==> src/rtl/fpcmd_pkg.sv <==
package fpcmd_pkg;

   // ------------------------------------------------------------
   // handshake phase codes on the mode pins (values arbitrary)
   // ------------------------------------------------------------
   localparam logic [3:0] MODE_CMD = 4'h0;
   localparam logic [3:0] MODE_ADDR_LO = 4'h1;
   localparam logic [3:0] MODE_ADDR_HI = 4'h2;
   localparam logic [3:0] MODE_DATA = 4'h3;

   // ------------------------------------------------------------
   // command codes carried in the command phase (values arbitrary)
   // ------------------------------------------------------------
   localparam logic [15:0] CMD_SET_FLAGS = 16'h000b;
   localparam logic [15:0] CMD_CLR_FLAGS = 16'h000c;
   localparam logic [15:0] CMD_GET_FLAGS = 16'h000d;
   localparam logic [15:0] CMD_ERASE_ALL = 16'h0008;
   localparam logic [15:0] CMD_SET_SECURITY = 16'h000f;
   localparam logic [15:0] CMD_SELECT_CTRL = 16'h0034;
   localparam logic [15:0] CMD_MEM_WRITE = 16'h001f;
   localparam logic [15:0] CMD_GET_VERSION = 16'h001e;

   // ------------------------------------------------------------
   // apb register map
   // ------------------------------------------------------------
   localparam logic [11:0] REG_STATUS = 12'h000;
   localparam logic [11:0] REG_VERSION = 12'h004;
   localparam logic [11:0] REG_CTRL = 12'h008;
   localparam logic [15:0] VERSION_RST = 16'h0001;
   localparam logic CTRL_PORT_EN_RST = 1'b1;
   localparam int CTRL_PORT_EN_BIT = 0;

   // ------------------------------------------------------------
   // timing
   // ------------------------------------------------------------
   localparam int unsigned CLK_HZ = 20_000_000;
   localparam int unsigned ERASE_HOLD_MS = 220;
   localparam int unsigned ERASE_HOLD_CYC = ERASE_HOLD_MS * (CLK_HZ / 1000);
   localparam int SYNC_STAGES = 2;

   typedef enum logic [1:0] {
      ST_IDLE,
      ST_RD_OE,
      ST_RD_REL,
      ST_WAIT_STROBE
   } fpcmd_state_t;

   typedef enum logic [1:0] {
      DEC_STATUS,
      DEC_VERSION,
      DEC_CTRL,
      DEC_NONE
   } fpcmd_dec_t;

endpackage

==> src/rtl/fpcmd_sync.sv <==
module fpcmd_sync
   import fpcmd_pkg::*;
#(
   parameter int W = 1,
   parameter logic [W-1:0] RST = '0
) (
   input wire logic pclk,
   input wire logic presetn,
   input wire logic [W-1:0] d,
   output logic [W-1:0] q
);

   logic [W-1:0] meta_r;
   logic [W-1:0] q_r;

   // first stage feeds only the second stage
   always_ff @(posedge pclk or negedge presetn) begin
      if (!presetn) begin
         meta_r <= RST;
         q_r <= RST;
      end else begin
         meta_r <= d;
         q_r <= meta_r;
      end
   end

   assign q = q_r;

endmodule

==> src/rtl/fpcmd_core.sv <==
// Contract
// - set-flags command activates every flag whose mask bit is 1, bit 0 first; the code sets all of them in the same cycle.
// - clear-flags command deactivates flags whose pattern bit is 1, others kept.
// - erase-all clears every general flag as well.
// - set or clear flags uses a command write then a data write.
// - get-flags is a command write then a read returning the flag mask.
// - once secure, the port is dead and no command runs.
// - set-security is a command write then a data write of zero.
// - security clears only by erase input, after the flash erase completes; the code also clears it on presetn.
// - flash commands act on the selected controller, zero by default.
// - select-controller data 0 picks controller zero, 1 picks controller one.
// - memory-write is command, low address, high address, then data writes.
// - address advances after each data write; new address pair restarts.
// - get-version answers its data handshake with the interface version.
// - in serial mode flash data goes through jtag, not the parallel port.
// - serial mode pulls up spare pins and bypasses the crystal oscillator.
// - run from rc oscillator unless a main clock is present.
// - device latches on strobe low, drops ready, raises it after strobe high.
// - a new command phase completes the previous one and flushes the buffer.
//
// The address map and the APB interface to the registers are this design's own decisions.
module fpcmd_core
   import fpcmd_pkg::*;
#(
   parameter int FLAG_W = 3,
   parameter int unsigned ERASE_HOLD_CYCLES = ERASE_HOLD_CYC
) (
   input wire logic pclk,
   input wire logic presetn,
   input wire logic [11:0] paddr,
   input wire logic psel,
   input wire logic penable,
   input wire logic pwrite,
   input wire logic [31:0] pwdata,
   output logic [31:0] prdata,
   output logic pready,
   output logic pslverr,
   input wire logic command_strobe_n,
   input wire logic output_enable_n,
   input wire logic [3:0] mode,
   input wire logic [15:0] data_in,
   output logic [15:0] data_out,
   output logic data_oe,
   output logic ready,
   output logic valid_n,
   input wire logic test_select,
   input wire logic prog_enable_zero,
   input wire logic prog_enable_one,
   input wire logic erase_in,
   input wire logic main_clock_active,
   output logic use_main_clock,
   output logic serial_mode,
   output logic gpio_pullup_en,
   output logic osc_bypass,
   output logic flash_ctrl_one,
   output logic mem_we,
   output logic [31:0] mem_addr,
   output logic [15:0] mem_wdata,
   output logic load_flush,
   output logic erase_all,
   output logic flash_erase_req,
   input wire logic flash_erase_done
);

   initial begin
      if (FLAG_W < 1 || FLAG_W > 16) $error("FLAG_W must be 1..16");
      if (ERASE_HOLD_CYCLES < 1) $error("ERASE_HOLD_CYCLES must be at least 1");
   end

   typedef struct packed {
      fpcmd_state_t st;
      logic [15:0] cmd;
      logic [31:0] addr;
      logic [FLAG_W-1:0] flags;
      logic secure;
      logic ctrl_one;
      logic load_pend;
      logic clk_ext;
      logic serial;
      logic erasing;
      logic [31:0] erase_cnt;
      logic ready;
      logic valid_n;
      logic doe;
      logic [15:0] dout;
      logic mem_we;
      logic [31:0] mem_addr;
      logic [15:0] mem_wdata;
      logic flush;
      logic erase_all;
      logic [15:0] version;
      logic port_en;
      logic [31:0] prdata;
      logic pslverr;
   } fpcmd_regs_t;

   fpcmd_regs_t r;
   fpcmd_regs_t n;

   // ------------------------------------------------------------
   // pin synchronisers
   // ------------------------------------------------------------
   localparam int SW = 27;
   logic [SW-1:0] pins_s;
   logic strobe_s, noe_s, tst_s, pe0_s, pe1_s, erase_s, mclk_s;
   logic [3:0] mode_s;
   logic [15:0] data_s;

   fpcmd_sync #(.W(SW), .RST({2'b11, 25'h0})) u_sync (
      .pclk(pclk),
      .presetn(presetn),
      .d({command_strobe_n, output_enable_n, mode, data_in, test_select,
          prog_enable_zero, prog_enable_one, erase_in, main_clock_active}),
      .q(pins_s)
   );

   assign {strobe_s, noe_s, mode_s, data_s, tst_s, pe0_s, pe1_s, erase_s, mclk_s} = pins_s;

   function automatic fpcmd_dec_t decode(input logic [11:0] a);
      unique case (a)
         REG_STATUS: decode = DEC_STATUS;
         REG_VERSION: decode = DEC_VERSION;
         REG_CTRL: decode = DEC_CTRL;
         default: decode = DEC_NONE;
      endcase
   endfunction

   function automatic logic known_cmd(input logic [15:0] c);
      known_cmd = c inside {CMD_SET_FLAGS, CMD_CLR_FLAGS, CMD_GET_FLAGS, CMD_ERASE_ALL,
                            CMD_SET_SECURITY, CMD_SELECT_CTRL, CMD_MEM_WRITE, CMD_GET_VERSION};
   endfunction

   logic take;
   assign take = r.ready && !strobe_s;

   // ------------------------------------------------------------
   // next state
   // ------------------------------------------------------------
   always_comb begin
      n = r;
      n.mem_we = 1'b0;
      n.flush = 1'b0;
      n.erase_all = 1'b0;
      n.serial = tst_s && pe0_s && pe1_s;
      // apb: read data and error are prepared in the setup cycle
      if (psel && !penable) begin
         n.prdata = '0;
         n.pslverr = 1'b0;
         unique case (decode(paddr))
            DEC_STATUS: begin
               n.prdata = 32'({r.flags, r.st, r.serial, r.clk_ext, r.erasing, r.ctrl_one, r.secure});
               n.pslverr = pwrite;
            end
            DEC_VERSION: n.prdata = {16'h0, r.version};
            DEC_CTRL: n.prdata = {31'h0, r.port_en};
            DEC_NONE: n.pslverr = 1'b1;
         endcase
      end
      if (psel && penable && pwrite) begin
         unique case (decode(paddr))
            DEC_VERSION: n.version = pwdata[15:0];
            DEC_CTRL: n.port_en = pwdata[CTRL_PORT_EN_BIT];
            DEC_STATUS, DEC_NONE: ;
         endcase
      end
      // erase input must be held long enough with test-select low
      if (erase_s && !tst_s) begin
         if (r.erase_cnt < 32'(ERASE_HOLD_CYCLES)) n.erase_cnt = r.erase_cnt + 32'h1;
         if (r.erase_cnt == 32'(ERASE_HOLD_CYCLES) - 32'h1) n.erasing = 1'b1;
      end else begin
         n.erase_cnt = '0;
      end
      if (r.erasing && flash_erase_done) begin
         n.secure = 1'b0;
         n.erasing = 1'b0;
      end
      unique case (r.st)
         ST_IDLE: begin
            // serial mode or security kills the parallel port
            n.ready = !r.secure && r.port_en && !r.serial && !n.serial;
            if (take) begin
               n.ready = 1'b0;
               n.st = ST_WAIT_STROBE;
               if (mclk_s) n.clk_ext = 1'b1;
               unique case (mode_s)
                  MODE_CMD: begin
                     if (known_cmd(data_s)) begin
                        n.cmd = data_s;
                        if (r.load_pend) n.flush = 1'b1;
                        n.load_pend = 1'b0;
                     end
                  end
                  MODE_ADDR_LO: if (r.cmd == CMD_MEM_WRITE) n.addr[15:0] = data_s;
                  MODE_ADDR_HI: if (r.cmd == CMD_MEM_WRITE) n.addr[31:16] = data_s;
                  MODE_DATA: begin
                     unique case (r.cmd)
                        CMD_SET_FLAGS: n.flags = r.flags | data_s[FLAG_W-1:0];
                        CMD_CLR_FLAGS: n.flags = r.flags & ~data_s[FLAG_W-1:0];
                        CMD_ERASE_ALL: begin
                           n.flags = '0;
                           n.erase_all = 1'b1;
                        end
                        CMD_SET_SECURITY: n.secure = 1'b1;
                        CMD_SELECT_CTRL: begin
                           if (data_s == 16'h0000) n.ctrl_one = 1'b0;
                           if (data_s == 16'h0001) n.ctrl_one = 1'b1;
                        end
                        CMD_MEM_WRITE: begin
                           n.mem_we = 1'b1;
                           n.mem_addr = r.addr;
                           n.mem_wdata = data_s;
                           n.addr = r.addr + 32'h1;
                           n.load_pend = 1'b1;
                        end
                        CMD_GET_FLAGS: begin
                           n.dout = 16'(r.flags);
                           n.st = ST_RD_OE;
                        end
                        CMD_GET_VERSION: begin
                           n.dout = r.version;
                           n.st = ST_RD_OE;
                        end
                        default: ;
                     endcase
                  end
                  default: ;
               endcase
            end
         end
         ST_RD_OE: begin
            if (!noe_s) begin
               n.doe = 1'b1;
               n.valid_n = 1'b0;
               n.st = ST_RD_REL;
            end
         end
         ST_RD_REL: begin
            if (noe_s) begin
               n.doe = 1'b0;
               n.valid_n = 1'b1;
               n.st = ST_WAIT_STROBE;
            end
         end
         ST_WAIT_STROBE: begin
            // ready returns through idle two cycles after strobe_s goes high
            if (strobe_s) n.st = ST_IDLE;
         end
      endcase
   end

   always_ff @(posedge pclk or negedge presetn) begin
      if (!presetn) begin
         r <= '{st: ST_IDLE, version: VERSION_RST, port_en: CTRL_PORT_EN_RST,
                valid_n: 1'b1, default: '0};
      end else begin
         r <= n;
      end
   end

   // ------------------------------------------------------------
   // outputs
   // ------------------------------------------------------------
   assign prdata = r.prdata;
   assign pready = 1'b1;
   assign pslverr = r.pslverr;
   assign data_out = r.dout;
   assign data_oe = r.doe;
   assign ready = r.ready;
   assign valid_n = r.valid_n;
   assign use_main_clock = r.clk_ext;
   assign serial_mode = r.serial;
   assign gpio_pullup_en = r.serial;
   assign osc_bypass = r.serial;
   assign flash_ctrl_one = r.ctrl_one;
   assign mem_we = r.mem_we;
   assign mem_addr = r.mem_addr;
   assign mem_wdata = r.mem_wdata;
   assign load_flush = r.flush;
   assign erase_all = r.erase_all;
   assign flash_erase_req = r.erasing;
endmodule

==> config.mk <==
export PLATFORM = sky130hd
export DESIGN_NAME = fpcmd_core
export DESIGN_NICKNAME = d
export VERILOG_FILES = /design/src/rtl/fpcmd_pkg.sv /design/src/rtl/fpcmd_sync.sv /design/src/rtl/fpcmd_core.sv
export SDC_FILE = /design/constraint.sdc
export NUM_CORES = 1
export LEC_CHECK = 0
export BUFFER_PORTS_ARGS = -buffer_cell sky130_fd_sc_hd__buf_2
export CAP_MARGIN = 10
export CORE_UTILIZATION = 39
export CTS_BUF_LIST = sky130_fd_sc_hd__clkbuf_8
export DETAILED_ROUTE_END_ITERATION = 16
export SLEW_MARGIN = 25
export SYNTH_ARGS = -nofsm -noshare
export SYNTH_HDL_FRONTEND = slang
export SYNTH_SLANG_ARGS = --single-unit
==> constraint.sdc <==
create_clock -name pclk -period 5 [get_ports pclk]
set_input_delay 0.5 -clock pclk [delete_from_list [all_inputs] [get_ports pclk]]
set_output_delay 0.5 -clock pclk [all_outputs]
set_load 0.03 [all_outputs]
-- After elaboration in Yosys (flattened, before gate mapping)
Cells that the tools add are included.
- bits in registers: 265
- input bits: 77
- output and inout port bits: 110
- logic and storage cells: 169
- $add $sub $neg: 2
- order comparisons: 1
- equality and inequality tests: 40
- multiplexer cells: 49
- bitwise operators: 3
- reductions and logical operators: 47
- operators by type and width (kind ; number):
    16-bit by 4-bit equality test with 1-bit output (second input constant) ; 10
    51-bit 2-to-1 mux ; 2
    49-bit 2-to-1 mux ; 2
    32-bit 2-to-1 mux ; 3
    16-bit one-hot mux with 2 select lines ; 3
    32-bit by 1-bit adder with 32-bit output (second input constant) ; 2
    16-bit by 5-bit equality test with 1-bit output (second input constant) ; 4
    57-bit 2-to-1 mux ; 1
    16-bit 2-to-1 mux ; 3
    16-bit one-hot mux with 3 select lines ; 1
    16-bit by 6-bit equality test with 1-bit output (second input constant) ; 2
    32-bit by 23-bit equality test with 1-bit output (second input constant) ; 1
    32-bit by 23-bit < comparator with 1-bit output (second input constant) ; 1
    4-bit AND reduction ; 5
    5-bit AND reduction ; 4
    2-bit 2-to-1 mux ; 9
    1-bit 2-to-1 mux ; 17
    16-bit by 1-bit equality test with 1-bit output (second input constant) ; 1
    16-bit zero test ; 1
    2-bit nonzero test ; 8
    12-bit by 3-bit equality test with 1-bit output (second input constant) ; 1
    12-bit by 4-bit equality test with 1-bit output (second input constant) ; 1
    12-bit zero test ; 1
    2-bit != test (second input constant) ; 6
    other kinds (24) ; 53

-- Logic depth before layout (Yosys ltp)
Gate-level depths: netlist of run 1.
- depth after elaboration: 7
- gate-level depth with buffers: 10
- gate-level depth less buffers: 8

-- By module
From an unflattened synthesis of run 1, not the netlist that was laid out.
- cells, all modules: 1008
- area, all modules: 11267.1 um^2
- modules (own cells, without submodules) (module ; instances ; cells each ; area each (um^2)):
    fpcmd_core ; 1 ; 954 ; 9910.8
    fpcmd_sync ; 1 ; 54 ; 1356.3

-- Worst setup path after synthesis of run 1
Ideal clock, no wire load.
- path type: input -> register
- from: in paddr[1]
- to: reg r[39] (netlist name)
- setup time: 0.125 ns
- arrival time: 2.351 ns
- data required time: 4.875 ns
- slack: 2.524 ns
- stages on the path: 6
- path buffers: 1
- cells stage by stage: nor4_1 -> nand3_1 -> or3b_2 -> nor2_1 -> buf_2 -> mux2_2
- cells in the longest elaborated chain, start to end: 5
- elaborated cells on any way between the ends: 7
- ends and longest elaborated chain (what ; line ; source):
    start, declared ; fpcmd_core.sv:30 ; input wire logic [11:0] paddr,
    12-bit by 4-bit equality test with 1-bit output (tied with other cells) ; fpcmd_core.sv:120 ; unique case (a)
    2-bit one-hot mux with 3 select lines * ; fpcmd_core.sv:120 ;
    2-bit 2-to-1 mux * ; fpcmd_core.sv:159 ; if (psel && penable && pwrite) begin
    2-bit by 1-bit equality test with 1-bit output * ; fpcmd_core.sv:160 ; unique case (decode(paddr))
    2-bit AND reduction (no source line) * ; - ;
    end signal, assigned ; fpcmd_core.sv:253 ; r <= '{st: ST_IDLE, version: VERSION_RST, port_en: CTRL_PORT_EN_RST,
    end signal, assigned ; fpcmd_core.sv:256 ; r <= n;
    end, declared ; fpcmd_core.sv:97 ; fpcmd_regs_t r;
Every way passes the cells marked *; elsewhere a longest branch is shown, timed or not. The select of a mux whose other input is x is not followed.
A chain may end at the register's enable or synchronous reset.

-- Final worst setup path of run 1
- from: reg r[210] (netlist name)
- to: reg r[188] (netlist name)
- cells in the longest elaborated chain, start to end: 2
- ends and longest elaborated chain (what ; line ; source):
    2-bit zero test ; fpcmd_core.sv:177 ; unique case (r.st)
    5-bit AND reduction (no source line) ; - ;
Every way passes these cells.

==> results of run 1 <==
cell type report:
type	instances	area (µm²)
Fill cell	2712	15400
Sequential cell	249	6240
Multi-Input combinational cell	674	4000
Timing Repair Buffer	165	878
Clock buffer	52	716
Tap cell	378	473
Clock inverter	27	165
Inverter	26	97.6
kinds of logic after synthesis:
| kind of cell | count (synthesis) | synth area share |
|---|---|---|
| AOI/OAI and AO/OA | 193 | 0.119 |
| xor gates and xnor gates | 14 | 0.0110 |
| adders and majority gates | 10 | 0.0112 |
| buffers and inverters | 176 | 0.0929 |
| DFF | 249 | 0.558 |
| muxes | 31 | 0.0304 |
| other | 2 | 0.000671 |
| and+or+nand+nor | 409 | 0.177 |
routing by layer:
metal / GRT usage / wire length [µm] / vias up
met5: 0 / 8 / -
met4: 0.0571 / 544 / 2
met3: 0.0370 / 1370 / 47
met2: 0.268 / 11200 / 197
met1: 0.252 / 12300 / 3784
li1: - / - / 3827
synth_stat cells (18+ instances only):
master    number
nor4_1        19
a22o_1        22
nor2_1        62
nand4_1       18
mux2_2        24
and2_1        22
nand2_1      184
clkbuf_1      43
a21oi_1       44
o21ai_0       37
inv_1         26
nand3_1       25
dfrtp_1      242
buf_4         99
layout by cell type (no fill, tap or decap), drive strengths merged, types with 6 or more instances in the layout:
cell,n
dfrtp,242
nand2,184
buf,165
nor2,62
clkbuf,52
inv,48
a21oi,44
o21ai,38
nand3,25
mux2,24
and2,23
a22o,22
nor4,19
nand4,18
conb,17
and3,13
a31oi,12
nor3,11
o22a,10
ha,10
a22oi,9
and4,9
or4,9
xor2,8
o211ai,7
nor2b,7
mux2i,7
or3,7
o21a,7
dfstp,7
xnor2,6
power by group:
part,total (mW),internal (mW),leakage (nW),switching [mW]
clock network,1.86,1.05,0.526,0.814
logic,0.127,0.0356,2.46,0.0917
registers,2.07,2.04,3.33,0.0256
per-stage QoR:
step	cell area, µm²	util	hold slack, ps
after floorplan	11200	-	204
after global placement	11700	0.417	333
after detailed placement	11700	0.417	335
after CTS	12600	0.449	17.7
after global routing	12600	0.449	29.9
final	12600	0.449	26.6
sequential cells by signal (all words and copies together) (netlist names), 16 cells and up:
register and flops:
data_out 16, mem_addr 32, mem_wdata 16, prdata 16, r 104, u_sync.meta_r 27
u_sync.q 27
how the worst max path moves through the flow:
stage / from / to
2_1_floorplan: paddr[1] / r[39]
3_3_place_gp: u_sync.q[23] / mem_wdata[0]
3_5_place_dp: u_sync.q[23] / mem_wdata[0]
4_1_cts: u_sync.q[23] / mem_addr[6]
5_1_grt: r[210] / r[175]
6_report: r[210] / r[188]
worst max-delay path, cell delays in order (launching register included):
cell	delay, ps
dfrtp_1	430
inv_1	140
ha_1	260
nand3b_1	190
nor3_1	490
nand4_1	850
a211o_1	530
==> flow_summary.yaml, run 1 <==
status:
  status: "finished clean"
worst_setup_path:
  r2r_slack_ps: 1970
  reg2regPathDepth: 6
  crit_arrival_ps: 3440
  end_kind: "flip-flop"
  worst_ep_required_time_ps: 5410
  reg2reg_to: "r[188]"
  crit_path_max_fanout: 21
  start_kind: "flip-flop"
  crit_type: "reg2reg"
  r2r-start: "r[210]"
logic_synthesis:
  yosysSeqAreaShare: 0.558
  synth_seq_cells: 249
  ys.flop_type: "dfrtp_1"
  yosys_warnings: 0
  yosysTopAreaCellShare: 0.541
  yosys-top-cells-area: "dfrtp_1, buf_4, nand2_1"
  post-synth-top-area-cell: "dfrtp_1"
  syn_area_mm2: 0.0112
  synthCells: 1084
  synth_edf_count: 0
  ys_types: 66
  avgSynthCellArea_um2: 10.3
  synthArstFlopShare: 1.00
global_route:
  grt_max_degree: 118
  grt_first_pass_wirelength_um: 40900
  grtUsageTotal: 0.177
  grt-ovfl-total: 0
  grt_pass1_vias: 7697
  antenna_found_initial: 1
pwr:
  p_leak_nw: 6.31
  power_density_mw_per_mm2: 323
  total_power_mw: 4.06
  peakVddDrop_uv: 179
routing:
  wl_per_cell_um: 16.2
  num_vias: 7857
  drtPass1Iterations: 7
  drt_iter0_drc: 539
  wl_um: 25400
  drtAntennaViolNets: 0
  vias_per_cell: 5.00
  drc_errors: 0
sta:
  setup_tns_ps: 0
  min_period_ps: 3030
  hold_viol_final: 0
  max_clock_freq_mhz: 330
  maxSlewHeadroom: 0.320
  tightest_slew_ps: 1010
  finalSetupViolCount: 0
  fin_ws_ps: 1970
  fin_crit_sh: 0.606
  drv_slew: 0
  grt_setup_unrepaired: "no"
  finalClockSkew_ps: 14.7
die:
  core_mm2: 0.0280
  initial_core_util: 0.399
  die_y_um: 171
  dieArea_mm2: 0.0294
  core.rowCount: 61
  boundaryPins: 187
  die_w_um: 171
clocking:
  cts_sinks: 249
  cts-buffers-inserted: 45
  cts_tree: "built"
  cts_hold_buf: 0
  ctsResizeCount: 0
  cts_setup_buffers: 0
  cts_root_buf: "clkbuf_8"
  worstSkewPairLatency_ps: 540
  clock_path_buffers: 3
  clk_pin_slew_ps: 60
  htree_levels: 2
layout:
  area_growth_pct: 12.4
  final_layout_size_suffix_gt1_frac: 0.227
  fin_cells: 1571
  nets: 1248
  n_antenna_cell: 0
placed_design:
  post-place-ws_ps: 1970
  dp_hpwl_um: 17000
  portBuffers: 153
  dp.cells: 1492
  gp_congestion: 0.808
run:
  maxCapViolCount: 0
min_path:
  hp-class: "in2async"
(Power assumes the default switching activity.)
==> run 2: changes to the inputs <==
==> constraint.sdc (replaced) <==
create_clock -name pclk -period 2.9 [get_ports pclk]
set_input_delay 0.29 -clock pclk [delete_from_list [all_inputs] [get_ports pclk]]
set_output_delay 0.29 -clock pclk [all_outputs]
set_load 0.03 [all_outputs]
==> flow_summary.yaml, run 2 (same netlist as run 1, synthesis figures left out) <==
sta:
  fin_hold_ws_ps: 96.6
  max_clock_freq_mhz: 385
  finalSetupViolCount: 0
  finalClockSkew_ps: 14.6
  setup_tns_ps: 0
  maxSlewHeadroom: 0.469
  fin_crit_sh: 0.896
  tightest_slew_ps: 796
  grt_setup_unrepaired: "no"
  hold_viol_final: 0
  drv_slew: 0
  fin_ws_ps: 301
  min_period_ps: 2600
routing:
  wl_met1_um: 12400
  drt_iter0_drc: 550
  wl_um: 25900
  drtAntennaViolNets: 0
  dr_wl_met2_um: 11600
  num_vias: 8197
  drc_errors: 0
  wl_met3_um: 1250
  vias_per_cell: 5.05
  drtPass1Iterations: 4
  top_layer: "met4"
  wl_per_cell_um: 16.0
placed_design:
  dp_hpwl_um: 17600
  placed_area_mm2: 0.0118
  portBuffers: 153
  post-place-ws_ps: 337
  gp_congestion: 0.831
worst_setup_path:
  path_depth: 5
  crit_arrival_ps: 3020
  reg2regPathDepth: 5
  worst_ep_required_time_ps: 3320
  critPathMaxStageDelay_ps: 590
  path_cells: "or4_4 -> a2111oi_4 -> o211ai_1 -> or3_1 -> a21oi_1"
  start_kind: "flip-flop"
  r2r-start: "r[140]"
  slowest_stage: "or4_4"
  crit_type: "reg2reg"
  crit_path_max_fanout: 8
  path_delay_family: "compound AO/OA/AOI/OAI gates"
  reg2reg_to: "r[129]"
  r2r_slack_ps: 300
  critical_path_buf_inv_count: 0
  crit_start: "r[140]"
  end_kind: "flip-flop"
  crit_end: "r[129]"
layout:
  layout_commonest_cell: "dfrtp_1"
  fin_area_mm2: 0.0132
  n_antenna_cell: 0
  final_layout_size_suffix_gt1_frac: 0.232
  area_growth_pct: 17.8
  top_register: "r"
  nets: 1304
  largest_reg_flops: 104
  final_cell_mix: "dfrtp_1, nand2_1, buf_2"
pwr:
  p_leak_nw: 6.57
  peakVddDrop_uv: 274
  power_density_mw_per_mm2: 550
  total_power_mw: 7.25
clocking:
  clk_pin_slew_ps: 60
  cts_hold_buf: 44
  ctsResizeCount: 0
  cts_tree: "built"
  clock_path_buffers: 3
  cts_sinks: 249
  worstSkewPairLatency_ps: 530
  cts_setup_buffers: 0
  htree_levels: 2
  cts_root_buf: "clkbuf_8"
  cts-buffers-inserted: 43
global_route:
  grtUsageTotal: 0.182
  antenna_found_initial: 0
  grt_first_pass_wirelength_um: 42400
  grt_max_degree: 79
  grt-ovfl-total: 0
  grt_pass1_vias: 8174
die:
  dieArea_mm2: 0.0294
  die_w_um: 171
  initial_core_util: 0.399
  die_y_um: 171
  core.rowCount: 61
  boundaryPins: 187
  core_mm2: 0.0280
status:
  status: "finished clean"
run:
  maxCapViolCount: 0
min_path:
  hp-class: "in2reg"
## run 2: cell count changes in the layout (fill, tap and decap cells not counted), moves of 6 or more
cell	delta
dlygate4sd3_1	+44
buf_4	+13
inv_1	-10
clkbuf_8	+6
## run 2: layout make-up
cell class,count,area [µm²]
Fill cell,2669,14800
Clock inverter,16,141
Timing Repair Buffer,223,1440
Tap cell,378,473
Inverter,26,97.6
Multi-Input combinational cell,674,4000
Clock buffer,58,798
Sequential cell,249,6240
## run 2: report_power, final
group / total [mW] / switching [mW] / internal (mW)
registers: 3.56 / 0.0444 / 3.52
clock network: 3.41 / 1.38 / 2.04
logic: 0.271 / 0.167 / 0.105
total: 7.25 / 1.59 / 5.66
## run 2: per-layer routing
metal,global-route usage,up-vias
li1,-,3940
met1,0.259,3998
met2,0.280,209
met3,0.0331,50
met4,0.0590,0
met5,0,-
## run 2: how the worst min path moves through the flow
stage / start / endpoint / slack (ps) / depth (start not counted)
6_report: flash_erase_done / r[157] / 100 / 4
5_1_grt: flash_erase_done / r[157] / 80 / 4
4_1_cts: flash_erase_done / r[157] / 60 / 4
3_5_place_dp: presetn / r[144] / 250 / 1
3_3_place_gp: presetn / r[150] / 250 / 1
2_1_floorplan: presetn / data_oe / -6 / 0
## run 2: worst reg2reg max path, stage by stage (launching register included)
cell,delay (ps)
dfrtp_1,430
or4_4,590
a2111oi_4,580
o211ai_1,320
or3_1,420
a21oi_1,170
## run 2: metrics by stage
step | std cells | utilization
after floorplan | 1099 | -
after global placement | 1506 | 0.421
after detailed placement | 1506 | 0.421
after CTS | 1624 | 0.471
after global routing | 1624 | 0.471
final | 1624 | 0.471
